===== src/ihc_defs.vh =====
// register map, field positions, reset values and timing counts of the
// two-wire host collision block; definitions only
`ifndef IHC_DEFS_VH
`define IHC_DEFS_VH

// register indices; byte address is four times the index
`define IHC_IDX_BUFFER      12'h18c
`define IHC_IDX_DIVIDER     12'h18d
`define IHC_IDX_CONTROL2    12'h191
`define IHC_IDX_STATUS      12'h192
`define IHC_ADR_W           12

// host_control2_reg fields
`define IHC_C2_START        0
`define IHC_C2_RESTART      1
`define IHC_C2_STOP         2

// status fields
`define IHC_ST_COLLISION    0
`define IHC_ST_DONE         1
`define IHC_ST_BUSY         2
`define IHC_ST_SDA          3
`define IHC_ST_SCL          4

// reset values
`define IHC_DIVIDER_RST     8'h00
`define IHC_CONTROL2_RST    3'h0

// baud clock edges for one byte when a buffer write starts the generator
`define IHC_SHIFT_EDGES     5'h10

// states
`define IHC_S_IDLE          4'h0
`define IHC_S_START1        4'h1
`define IHC_S_START2        4'h2
`define IHC_S_RS_REL        4'h3
`define IHC_S_RS_SCLHI      4'h4
`define IHC_S_RS_CNT1       4'h5
`define IHC_S_RS_CNT2       4'h6
`define IHC_S_SP_SDALO      4'h7
`define IHC_S_SP_SCLHI      4'h8
`define IHC_S_SP_CNT        4'h9
`define IHC_S_SP_CHK        4'ha
`define IHC_S_SHIFT         4'hb

`endif


===== src/ihc_host_collision.v =====
// two-wire host condition sequencer with bus collision detection, shared
// baud counter and data buffer, reached over a classic wishbone slave.
// assumes open-drain pads with external pull-ups and one 25 MHz clock.
`timescale 1ns/1ps
`default_nettype none
`include "ihc_defs.vh"

module ihc_host_collision #(
  parameter CNT_W = 9
) (
  input  wire        clock,
  input  wire        rst,
  input  wire        cyc_i,
  input  wire        stb_i,
  input  wire        we_i,
  input  wire [13:0] adr_i,
  input  wire [3:0]  sel_i,
  input  wire [31:0] dat_i,
  output reg  [31:0] dat_o,
  output reg         ack_o,
  input  wire        sdaIn,
  output reg         sdaOut,
  output reg         sdaOe,
  input  wire        sclIn,
  output reg         sclOut,
  output reg         sclOe
);

  // pin synchronisers; only the agreed level of stages two and three is used
  reg [2:0] sdaSync_q;
  reg [2:0] sclSync_q;
  reg       sdaLvl_q;
  reg       sclLvl_q;

  always @(posedge clock) begin
    if (rst) begin
      sdaSync_q <= 3'h7;
      sclSync_q <= 3'h7;
      sdaLvl_q  <= 1'b1;
      sclLvl_q  <= 1'b1;
    end else begin
      sdaSync_q <= {sdaSync_q[1:0], sdaIn};
      sclSync_q <= {sclSync_q[1:0], sclIn};
      if (sdaSync_q[1] == sdaSync_q[2]) begin
        sdaLvl_q <= sdaSync_q[2];
      end
      if (sclSync_q[1] == sclSync_q[2]) begin
        sclLvl_q <= sclSync_q[2];
      end
    end
  end

  // registers
  reg [7:0]  buffer_q;
  reg [7:0]  divider_q;
  reg [2:0]  control2_q;
  reg        collision_q;
  reg        done_q;
  reg [3:0]  state_q;
  reg [CNT_W-1:0] baud_q;
  reg        baudRun_q;
  reg [4:0]  edges_q;

  // bus decode
  wire        req      = cyc_i & stb_i & ~ack_o;
  wire [11:0] regIdx   = adr_i[13:2];
  wire        wrLow    = req & we_i & sel_i[0];
  wire        hitBuf   = (regIdx == `IHC_IDX_BUFFER);
  wire        hitDiv   = (regIdx == `IHC_IDX_DIVIDER);
  wire        hitCtl   = (regIdx == `IHC_IDX_CONTROL2);
  wire        hitSt    = (regIdx == `IHC_IDX_STATUS);
  wire        bufWrite = wrLow & hitBuf;
  wire        ctlWrite = wrLow & hitCtl;
  wire        stWrite  = wrLow & hitSt;

  // half period of 2(n+1) cycles, two reloads per clock-line period
  wire [CNT_W-1:0] reloadVal = {divider_q, 1'b1};
  wire             expire    = baudRun_q & (baud_q == {CNT_W{1'b0}});

  always @(posedge clock) begin
    if (bufWrite) begin
      buffer_q <= dat_i[7:0];
    end
  end

  // wishbone slave: one-cycle answer, unmapped reads return zero
  always @(posedge clock) begin
    if (rst) begin
      ack_o <= 1'b0;
      dat_o <= 32'h0000_0000;
    end else begin
      ack_o <= req;
      dat_o <= 32'h0000_0000;
      if (req & ~we_i) begin
        if (hitBuf) begin
          dat_o[7:0] <= buffer_q;
        end else if (hitDiv) begin
          dat_o[7:0] <= divider_q;
        end else if (hitCtl) begin
          dat_o[2:0] <= control2_q;
        end else if (hitSt) begin
          dat_o[`IHC_ST_COLLISION] <= collision_q;
          dat_o[`IHC_ST_DONE]      <= done_q;
          dat_o[`IHC_ST_BUSY]      <= (state_q != `IHC_S_IDLE);
          dat_o[`IHC_ST_SDA]       <= sdaLvl_q;
          dat_o[`IHC_ST_SCL]       <= sclLvl_q;
        end
      end
    end
  end

  always @(posedge clock) begin
    if (rst) begin
      divider_q <= `IHC_DIVIDER_RST;
    end else if (wrLow & hitDiv) begin
      divider_q <= dat_i[7:0];
    end
  end

  // sequencer events
  reg       setCollision;
  reg       setDone;
  reg       clrCtl;
  reg [3:0] state_d;
  reg       sdaOe_d;
  reg       sclOe_d;
  reg       load;
  reg       stopCnt;

  always @* begin
    state_d      = state_q;
    sdaOe_d      = sdaOe;
    sclOe_d      = sclOe;
    setCollision = 1'b0;
    setDone      = 1'b0;
    clrCtl       = 1'b0;
    load         = 1'b0;
    stopCnt      = 1'b0;
    case (state_q)
      `IHC_S_IDLE: begin
        if (control2_q[`IHC_C2_START]) begin
          if (~sdaLvl_q | ~sclLvl_q) begin
            setCollision = 1'b1;
          end else begin
            sdaOe_d = 1'b0;
            sclOe_d = 1'b0;
            load    = 1'b1;
            state_d = `IHC_S_START1;
          end
        end else if (control2_q[`IHC_C2_RESTART]) begin
          sdaOe_d = 1'b0;
          load    = 1'b1;
          state_d = `IHC_S_RS_REL;
        end else if (control2_q[`IHC_C2_STOP]) begin
          sdaOe_d = 1'b1;
          state_d = `IHC_S_SP_SDALO;
        end else if (bufWrite) begin
          load    = 1'b1;
          state_d = `IHC_S_SHIFT;
        end
      end
      `IHC_S_START1: begin
        if (~sdaLvl_q) begin
          sdaOe_d = 1'b1;
          load    = 1'b1;
          state_d = `IHC_S_START2;
        end else if (~sclLvl_q) begin
          setCollision = 1'b1;
        end else if (expire) begin
          sdaOe_d = 1'b1;
          load    = 1'b1;
          state_d = `IHC_S_START2;
        end
      end
      `IHC_S_START2: begin
        if (expire) begin
          sclOe_d = 1'b1;
          setDone = 1'b1;
        end
      end
      `IHC_S_RS_REL: begin
        if (expire) begin
          sclOe_d = 1'b0;
          stopCnt = 1'b1;
          state_d = `IHC_S_RS_SCLHI;
        end
      end
      `IHC_S_RS_SCLHI: begin
        if (sclLvl_q) begin
          if (~sdaLvl_q) begin
            setCollision = 1'b1;
          end else begin
            load    = 1'b1;
            state_d = `IHC_S_RS_CNT1;
          end
        end
      end
      `IHC_S_RS_CNT1: begin
        if (~sclLvl_q) begin
          setCollision = 1'b1;
        end else if (expire) begin
          // data pull and reload; a falling data line is no collision
          sdaOe_d = 1'b1;
          load    = 1'b1;
          state_d = `IHC_S_RS_CNT2;
        end
      end
      `IHC_S_RS_CNT2: begin
        // clock pulled regardless of its level
        if (expire) begin
          sclOe_d = 1'b1;
          setDone = 1'b1;
        end
      end
      `IHC_S_SP_SDALO: begin
        if (~sdaLvl_q) begin
          sclOe_d = 1'b0;
          state_d = `IHC_S_SP_SCLHI;
        end
      end
      `IHC_S_SP_SCLHI: begin
        if (sclLvl_q) begin
          load    = 1'b1;
          state_d = `IHC_S_SP_CNT;
        end
      end
      `IHC_S_SP_CNT: begin
        if (~sclLvl_q) begin
          setCollision = 1'b1;
        end else if (expire) begin
          sdaOe_d = 1'b0;
          load    = 1'b1;
          state_d = `IHC_S_SP_CHK;
        end
      end
      `IHC_S_SP_CHK: begin
        // sample data one half period after release, past the synchroniser
        if (expire) begin
          if (~sdaLvl_q) begin
            setCollision = 1'b1;
          end else begin
            setDone = 1'b1;
          end
        end
      end
      `IHC_S_SHIFT: begin
        if (expire) begin
          sclOe_d = ~sclOe;
          if (edges_q == `IHC_SHIFT_EDGES - 5'h01) begin
            // stop counting, clock keeps last level
            stopCnt = 1'b1;
            state_d = `IHC_S_IDLE;
          end else begin
            load = 1'b1;
          end
        end
      end
      default: begin
        state_d = `IHC_S_IDLE;
        stopCnt = 1'b1;
      end
    endcase
    if (setCollision) begin
      // release both lines and clear the condition bits
      sdaOe_d = 1'b0;
      sclOe_d = 1'b0;
      clrCtl  = 1'b1;
      stopCnt = 1'b1;
      state_d = `IHC_S_IDLE;
    end
    if (setDone) begin
      // counter stops when the condition completes
      clrCtl  = 1'b1;
      stopCnt = 1'b1;
      state_d = `IHC_S_IDLE;
    end
  end

  // baud counter, reloaded from the divider
  always @(posedge clock) begin
    if (rst) begin
      baud_q    <= {CNT_W{1'b0}};
      baudRun_q <= 1'b0;
    end else if (load) begin
      baud_q    <= reloadVal;
      baudRun_q <= 1'b1;
    end else if (stopCnt) begin
      baudRun_q <= 1'b0;
    end else if (baudRun_q & ~expire) begin
      baud_q <= baud_q - {{(CNT_W-1){1'b0}}, 1'b1};
    end
  end

  always @(posedge clock) begin
    if (rst) begin
      edges_q <= 5'h00;
    end else if (state_q != `IHC_S_SHIFT) begin
      edges_q <= 5'h00;
    end else if (expire) begin
      edges_q <= edges_q + 5'h01;
    end
  end

  // control bits: completion or collision clears; a write while busy is dropped
  always @(posedge clock) begin
    if (rst) begin
      control2_q <= `IHC_CONTROL2_RST;
    end else if (clrCtl) begin
      control2_q <= `IHC_CONTROL2_RST;
    end else if (ctlWrite & (state_q == `IHC_S_IDLE)) begin
      control2_q <= dat_i[2:0];
    end
  end

  // sticky flags: write one clears, a same-cycle set wins
  always @(posedge clock) begin
    if (rst) begin
      collision_q <= 1'b0;
      done_q      <= 1'b0;
    end else begin
      if (setCollision) begin
        collision_q <= 1'b1;
      end else if (stWrite & dat_i[`IHC_ST_COLLISION]) begin
        collision_q <= 1'b0;
      end
      if (setDone) begin
        done_q <= 1'b1;
      end else if (stWrite & dat_i[`IHC_ST_DONE]) begin
        done_q <= 1'b0;
      end
    end
  end

  // pads only ever pull low or float
  always @(posedge clock) begin
    if (rst) begin
      state_q <= `IHC_S_IDLE;
      sdaOe   <= 1'b0;
      sclOe   <= 1'b0;
      sdaOut  <= 1'b0;
      sclOut  <= 1'b0;
    end else begin
      state_q <= state_d;
      sdaOe   <= sdaOe_d;
      sclOe   <= sclOe_d;
      sdaOut  <= 1'b0;
      sclOut  <= 1'b0;
    end
  end

endmodule // ihc_host_collision
`default_nettype wire


===== config.mk =====
export PLATFORM = sky130hd
export DESIGN_NAME = ihc_host_collision
export DESIGN_NICKNAME = d
export VERILOG_FILES = /design/src/ihc_host_collision.v
export VERILOG_INCLUDE_DIRS = /design/src /design/src/src
export SDC_FILE = /design/constraint.sdc
export NUM_CORES = 1
export LEC_CHECK = 0
export BUFFER_PORTS_ARGS = -buffer_cell sky130_fd_sc_hd__buf_2
export CORE_MARGIN = 2
export CORE_UTILIZATION = 47
export CTS_CLUSTER_SIZE = 30
export DETAILED_ROUTE_END_ITERATION = 8
export PLACE_DENSITY = 0.76
export SYNTH_ARGS = -nofsm -noshare
export SYNTH_HDL_FRONTEND = slang
export SYNTH_SLANG_ARGS = --single-unit

===== constraint.sdc =====
create_clock -name clock -period 2.35 [get_ports clock]
set_clock_uncertainty 0.1 [all_clocks]
set_input_delay 0.5875 -clock clock [delete_from_list [all_inputs] [get_ports clock]]
set_output_delay 0.5875 -clock clock [all_outputs]
set_load 0.05 [all_outputs]

* Word-level counts from Yosys, hierarchy flattened
Cells that the tools add are included.
Cells by class: mux-type cells 81, reductions and logical operators 22, bitwise gates (word level) 23, equality and inequality tests 39, add/subtract/negate cells 2
Operator list (count):
- $mux W4 | 19
- $eq A12 B9 Y1 const B | 4
- $mux W1 | 46
- $pmux W4 S10 | 1
- $ne A2 B2 Y1 const B | 14
- $mux W9 | 3
- $eq A4 B3 Y1 const B | 4
- $eq A4 B4 Y1 const B | 4
- $reduce_and A16 Y1 | 1
- $and A1 B1 Y1 | 14
- $reduce_or A2 Y1 | 6
- $mux W5 | 2
- $pmux W1 S5 | 2
- $reduce_or A10 Y1 | 1
- $logic_not A9 Y1 | 1
- $ne A3 B3 Y1 const B | 3
- $sub A9 B1 Y9 const B | 1
- $eq A4 B2 Y1 const B | 2
- $mux W8 | 1
- $ne A4 B4 Y1 const B | 2
- $not A1 Y1 | 8
- $reduce_bool A2 Y1 | 4
- $reduce_bool A4 Y1 | 2
- $reduce_and A7 Y1 | 1
- other kinds (18) | 21
Word-level totals: output and inout port bits 37, flip-flop bits (word level) 83, word-level logic and storage cells 185, input port bits 57

* Longest topological paths before layout
Gate-level depths: netlist of run 1.
word-level depth 12, gate-level depth with buffers 11, mapped depth without buffers 9

* Least setup slack after synthesis of run 1
OpenSTA, ideal clock, no wires.
path type input to register, start in adr_i[11], end reg baud_q[1], setup slack -190 ps, data required time 2109 ps, buffers on the path 3, data arrival time 2299 ps, stages on the path 9, path through or4b_4 -> nor4_4 -> buf_6 -> a31oi_1 -> o2111a_1 -> buf_6 -> buf_6 -> nand3_1 -> a21oi_1
On the way: word-level cells in the longest chain between the ends 9, elaborated cells on any way between the ends 11, those cells by class eq/ne (2); mux (6); bitwise (1); reduce/logical (2)
Ends and longest elaborated chain:
- from (decl) | RTL line ihc_host_collision.v:16 | input wire [13:0] adr_i,
- $eq A12 B9 Y1 (no line) *
- $and A1 B1 Y1 * | RTL line ihc_host_collision.v:72 | wire bufWrite = wrLow & hitBuf;
- $mux W1 * | RTL line ihc_host_collision.v:157 | end else if (bufWrite) begin
- $mux W1 * | RTL line ihc_host_collision.v:154 | end else if (control2_q[`IHC_C2_STOP]) begin
- $mux W1 * | RTL line ihc_host_collision.v:150 | end else if (control2_q[`IHC_C2_RESTART]) begin
- $mux W1 * | RTL line ihc_host_collision.v:141 | if (control2_q[`IHC_C2_START]) begin
- $pmux W1 S6 * | RTL line ihc_host_collision.v:139 | case (state_q)
- $ne A2 B2 Y1 (no line) or $reduce_bool A2 Y1 (tied branches)
- $reduce_and A2 Y1 (no line)
- to (signal assigned) | RTL line ihc_host_collision.v:282 | baud_q <= {CNT_W{1'b0}};
- to (signal assigned) | RTL line ihc_host_collision.v:285 | baud_q <= reloadVal;
- to (signal assigned) | RTL line ihc_host_collision.v:290 | baud_q <= baud_q - {{(CNT_W-1){1'b0}}, 1'b1};
- to (decl) | RTL line ihc_host_collision.v:60 | reg [CNT_W-1:0] baud_q;
Mark *: on every way between the ends. The rest lies on a longest branch, timed or not. A chain may end at the register's enable or synchronous reset.

* Final worst setup path of run 1
start in adr_i[12], end reg state_q[0]
On the way: word-level cells in the longest chain between the ends 4
Ends and longest elaborated chain:
- $eq A12 B9 Y1 (no line)
- $and A1 B1 Y1 | RTL line ihc_host_collision.v:72
- $ne A5 B5 Y1 (no line)
- $reduce_and A16 Y1 (no line)
- to (signal assigned) | RTL line ihc_host_collision.v:337 | state_q <= `IHC_S_IDLE;
- to (signal assigned) | RTL line ihc_host_collision.v:343 | state_q <= state_d;
- to (decl) | RTL line ihc_host_collision.v:59 | reg [3:0] state_q;
No other way between the ends.

==> results.py, run 1 <==
metrics = {
    "detailed_routing": {
        "via_per_inst": 5.68,
        "dr.pass1.iters": 5,
        "via_count": 3033,
        "ant_nets": 0,
        "drcViolationCount": 0,
        "drtIter0Drc": 194,
        "drt_wl_total_um": 7940,
        "wl_per_cell_um": 14.9,
    },
    "worst_setup_path": {
        "path_max_fanout": 3,
        "path_class": "input pin to register",
        "crit_path_end_kind": "register",
        "r2r_start": "baud_q[4]",
        "worstPathRequired_ps": 2540,
        "arrival_ps": 2520,
        "start_kind": "input pin",
        "critPathLaunch": "adr_i[12]",
        "rr_worst_depth": 7,
    },
    "cells_and_area": {
        "drive_above_1_share_pct": 31.1,
        "final_util_pct": 58.9,
        "synthToLayoutAreaGrowth_pct": 21.8,
        "fin_nets": 510,
        "n_antenna_cell": 0,
    },
    "placement": {
        "hpwl_um": 5870,
        "place_ws_ps": -383,
        "place_congestion": 0.993,
        "io_buffers": 38,
    },
    "synth": {
        "synth_cell_types": 60,
        "avgSynthCellArea_um2": 8.64,
        "synth_flop_cell": "dfxtp_1",
        "syn_inst": 378,
        "yosysWarnings": 0,
        "yosysSeqAreaShare_pct": 38.6,
        "ys_ff_latch": 59,
        "synth_edf_count": 8,
        "syn_area_um2": 3270,
        "synthArstFlopShare_pct": 0,
    },
    "floorplan": {
        "die_h_um": 87.4,
        "die_width_um": 87.4,
        "die_area_um2": 7630,
        "ios": 94,
        "start_util_pct": 48.3,
        "rows": 30,
        "core-area_um2": 6760,
    },
    "sta": {
        "timing.fmax_mhz": 429,
        "hold_ws_ps": 311,
        "fin_setup_tns_ps": 0,
        "setup_viol": 0,
        "rsz0062_at_grt": "yes",
        "period_share_pct": 99.1,
        "drv_slew": 0,
        "setup_ws_ps": 21.1,
        "hold_viol_final": 0,
        "period_minus_slack_ps": 2330,
    },
    "power": {
        "pwr_density_cell_nw_per_um2": 1060,
        "finalPower_mw": 4.23,
        "irDropWorstVdd_uv": 611,
        "p_leak_nw": 1.58,
    },
    "hold_path": {
        "holdCritStartpoint": "sdaSync_q[0]",
        "hold_path.class": "register to register",
        "whs_path_depth": 1,
    },
    "cts": {
        "path_clk_slew_ps": 80,
        "postCtsHoldBufs": 0,
        "cts_made_buffers": 9,
        "cts_sinks": 59,
        "cts_tree": "done",
        "cts_max_path_buffers": 2,
        "cts.htree.levels": 3,
        "root_buffer": "clkbuf_8",
        "clock_latency_ps": 350,
    },
    "global_routing": {
        "met2_usage_pct": 35.4,
        "grt_max_degree": 21,
        "grt_pass1_wl_um": 12600,
        "grt_overflow": 0,
        "use_met3_pct": 5.78,
        "use_met1_pct": 26.8,
        "grt_pass1_vias": 2763,
        "grt-busiest-layer": "met2",
        "grt_use_total_pct": 21.3,
        "antenna_found_initial": 0,
    },
    "run": {
        "drv_cap": 0,
    },
    "run_status": {
        "status": "completed",
    },
}
[state kept, by name, summed over array words and instances (netlist names)]
signal / cells
collision_q: 1
edges_q: 5
dat_o: 8
done_q: 1
sclSync_q: 3
baud_q: 9
sclLvl_q: 1
sclOe: 1
sdaSync_q: 3
state_q: 4
sdaOe: 1
baudRun_q: 1
control2_q: 3
ack_o: 1
buffer_q: 8
divider_q: 8
sdaLvl_q: 1
[stage by stage]
step	std cells	cell area, um^2
global route	534	3980
floorplan	403	3400
global placement	514	3690
detailed placement	514	3690
finish	534	3980
CTS	532	3890
[cells in the mapped netlist (6+ instances only)]
cell type,n,share of area (%)
a211oi_2,7,2.7
a21oi_1,33,5.1
a22oi_1,9,2.1
buf_4,26,6.0
clkbuf_1,11,1.3
dfxtp_1,51,31
edfxtp_1,8,7.4
inv_1,10,1.1
nand2_1,32,3.7
nand3_1,26,4.0
nor2_1,38,4.4
nor3_1,9,1.4
o21ai_0,6,0.92
or2_2,10,1.9
[timing repair]
action / 4_1_cts / 5_1_grt
pin swaps: 1 / 8
setup buffers: 2 / 2
endpoints found under the setup margin: 1 / 20
hold endpoints to repair: 0 / 0
resized for setup: 0 / 17
[path summary, 6_finish.rpt]
check	endpoint	slack, ps
min	sdaSync_q[1]	310
max reg2reg	state_q[0]	60
max	state_q[0]	20
min reg2reg	sdaSync_q[1]	310
[logic make-up (layout without fill, tap and decap cells)]
family          count (synthesis)  count (layout)  share of synthesized area [%]
simple gates                  158             158                           26.7
compound gates                 85              85                           18.5
flops                          59              59                           38.6
buf+inv                        56             107                           10.2
xor+xnor                       10              10                           2.68
mux                             5               5                           1.53
fa+ha+maj                       4               4                           1.53
other cells                     1              26                          0.115
[layout by cell type (no fill, tap or decap), types with 4 or more instances in the layout]
| master | instances |
|---|---|
| nor2_1 | 36 |
| conb_1 | 26 |
| inv_1 | 8 |
| a31oi_1 | 4 |
| xnor2_1 | 5 |
| a21oi_1 | 32 |
| a211o_1 | 4 |
| buf_4 | 42 |
| o21ai_0 | 6 |
| nand3_1 | 26 |
| xor2_1 | 5 |
| dfxtp_1 | 49 |
| a211oi_2 | 7 |
| mux2i_1 | 5 |
| nand2b_1 | 5 |
| buf_2 | 37 |
| clkbuf_8 | 9 |
| nand2_1 | 32 |
| nand3b_1 | 4 |
| a22oi_1 | 9 |
| nor3_1 | 9 |
| or2_2 | 10 |
| edfxtp_1 | 8 |
[routing by layer]
metal / share of wire (%) / wire length [um] / up-vias
li1: - / - / 1457
met1: 42 / 3300 / 1431
met2: 50 / 3950 / 129
met3: 6.9 / 546 / 16
met4: 1.7 / 132 / 0
met5: 0 / 0 / -
[area by class of cell]
class / instances / area (um^2)
Fill cell: 582 / 2780
Multi-Input combinational cell: 288 / 1860
Sequential cell: 59 / 1260
Timing Repair Buffer: 81 / 532
Clock buffer: 9 / 124
Tap cell: 80 / 100
Clock inverter: 7 / 61.3
Inverter: 10 / 37.5
[power by group]
part,switching (mW),internal [mW]
sequential,0.176,1.14
clock,0.457,0.399
combinational,1.13,0.923
[worst max-delay path, cell delays in order]
cell and delay (ps):
buf_6 90, or4b_4 540, nor4_4 330, a211o_1 220, nand4_4 110, or4b_4 500
a21oi_2 140
Power figures use the tool's default switching activity.
==> run 2, diff against run 1 <==
Settings changed: PLACE_DENSITY 0.76 to 0.79.
==> results.py, run 2 (same netlist as run 1, synthesis figures left out) <==
metrics = {
    "run_status": {
        "status": "completed",
    },
    "global_routing": {
        "grt_max_degree": 23,
        "grt_overflow": 0,
        "grt_use_total_pct": 22.6,
        "use_met3_pct": 7.39,
        "use_met1_pct": 27.5,
        "met2_usage_pct": 37.0,
        "grt_pass1_wl_um": 13300,
        "antenna_found_initial": 0,
        "grt_pass1_vias": 2842,
        "grt-busiest-layer": "met2",
    },
    "worst_setup_path": {
        "cp_slowest_stage_delay_ps": 550,
        "crit_path_end_kind": "register",
        "r2r_start": "baud_q[1]",
        "path_max_fanout": 5,
        "worstPathRequired_ps": 2530,
        "critPathLaunch": "adr_i[11]",
        "crit_path_top_delay_cell": "or4b_4",
        "critPathMostFrequentCell": "buf_4",
        "path_class": "input pin to register",
        "start_kind": "input pin",
        "arrival_ps": 2500,
        "crit_path_cell_trace": "buf_6 -> or4b_4 -> buf_4 -> or2_4 -> nor4_4 -> buf_4 -> a22oi_1 -> a21oi_1",
    },
    "detailed_routing": {
        "via_per_inst": 5.80,
        "drtIter0Drc": 268,
        "dr.pass1.iters": 6,
        "drt_wl_total_um": 8660,
        "drcViolationCount": 0,
        "wl_per_cell_um": 15.9,
        "via_count": 3162,
        "ant_nets": 0,
    },
    "cts": {
        "postCtsHoldBufs": 0,
        "cts_made_buffers": 9,
        "root_buffer": "clkbuf_8",
        "cts_max_path_buffers": 2,
        "clock_latency_ps": 350,
        "cts_tree": "done",
        "path_clk_slew_ps": 70,
        "cts_sinks": 59,
        "cts.htree.levels": 3,
    },
    "floorplan": {
        "core-area_um2": 6760,
        "die_width_um": 87.4,
        "rows": 30,
        "die_h_um": 87.4,
        "start_util_pct": 48.3,
        "ios": 94,
        "die_area_um2": 7630,
    },
    "sta": {
        "drv_slew": 0,
        "setup_ws_ps": 32.3,
        "rsz0062_at_grt": "yes",
        "timing.fmax_mhz": 431,
        "setup_viol": 0,
        "tightest_slew_ps": 703,
        "period_share_pct": 98.6,
        "slew_headroom_pct": 53.0,
        "period_minus_slack_ps": 2320,
        "hold_viol_final": 0,
    },
    "placement": {
        "io_buffers": 38,
        "place_area_um2": 3730,
        "place_congestion": 1.03,
        "place_ws_ps": -385,
        "hpwl_um": 6080,
    },
    "cells_and_area": {
        "fillerInstances": 585,
        "regMostFlops": "baud_q",
        "multi_input_area_um2": 1920,
        "seqCellArea_um2": 1270,
        "fin_nets": 521,
        "n_antenna_cell": 0,
        "final_area_um2": 4150,
        "layout.cells.most_common_list": "buf_4, dfxtp_1, buf_2",
        "drive_above_1_share_pct": 35.1,
        "largest_reg_flops": 9,
        "synthToLayoutAreaGrowth_pct": 27.1,
        "mostFrequentLayoutCell": "buf_4",
    },
    "power": {
        "pwr_density_cell_nw_per_um2": 1070,
        "p_leak_nw": 1.65,
        "irDropWorstVdd_uv": 597,
    },
    "hold_path": {
        "hold_path.class": "register to register",
        "holdCritStartpoint": "sclSync_q[0]",
    },
    "run": {
        "drv_cap": 0,
    },
}
## run 2: cell count changes in the layout (fill, tap and decap cells not counted), moves of 2 or more
cell / change
dfxtp_1: -2
buf_4: +9
nor2_4: +4
inv_6: -2
dfxtp_2: +2
o311ai_1: -2
nor2_1: -6
o311ai_2: +2
nor2_2: +2
## run 2: through the flow
stage | instances | setup TNS, ps | util, % | hold slack, ps | power, mW
detailed placement | 518 | -10140 | 55.3 | 294 | 3.20
CTS | 537 | 0 | 58.9 | 311 | 4.14
floorplan | 403 | -2240 | - | 289 | 2.67
global placement | 518 | -8350 | 55.3 | 293 | 3.16
global route | 545 | -205 | 61.4 | 316 | 4.67
finish | 545 | 0 | 61.4 | 305 | 4.44
## run 2: layer usage
layer  vias up  wire length (um)  part of all wire [%]
met5         -                 0                     0
met4         0               214                   2.5
met3        30               649                   7.5
li1       1481                 -                     -
met2       150              4230                    49
met1      1501              3570                    41
## run 2: worst max-delay path, delay by kind of cell
kind,cells,cell delay (ps)
buf+inv,3,450
simple gates,3,1230
compound gates,2,220
## run 2: repair_timing
action / CTS / global route
cloned: 0 / 0
endpoints found under the setup margin: 6 / 26
setup buffers: 3 / 9
resized for setup: 5 / 30
pin swaps: 5 / 11
hold endpoints to repair: 0 / 0
## run 2: area by class of cell
type                    instances  share of cell area [%]
clock buffers                  10                    3.08
well taps                      80                    2.41
flip-flops and latches         59                    30.5
multi-input cells             288                    46.3
repair buffers                 92                    15.2
clock inverters                 6                    1.60
inverters                      10                   0.904
## run 2: report_power, final
group | internal (mW) | switching [mW]
Combinational | 1.01 | 1.22
Sequential | 1.14 | 0.159
Clock | 0.489 | 0.417
Total | 2.64 | 1.79
## run 2: path summary, 6_finish.rpt
| path | end | slack [ps] | cells after the start |
|---|---|---|---|
| setup / recovery | dat_o[1] | 30 | 8 |
| hold / removal | sclSync_q[1] | 300 | 1 |
| setup reg to reg | state_q[0] | 40 | 9 |
| hold reg to reg | sclSync_q[1] | 300 | 1 |
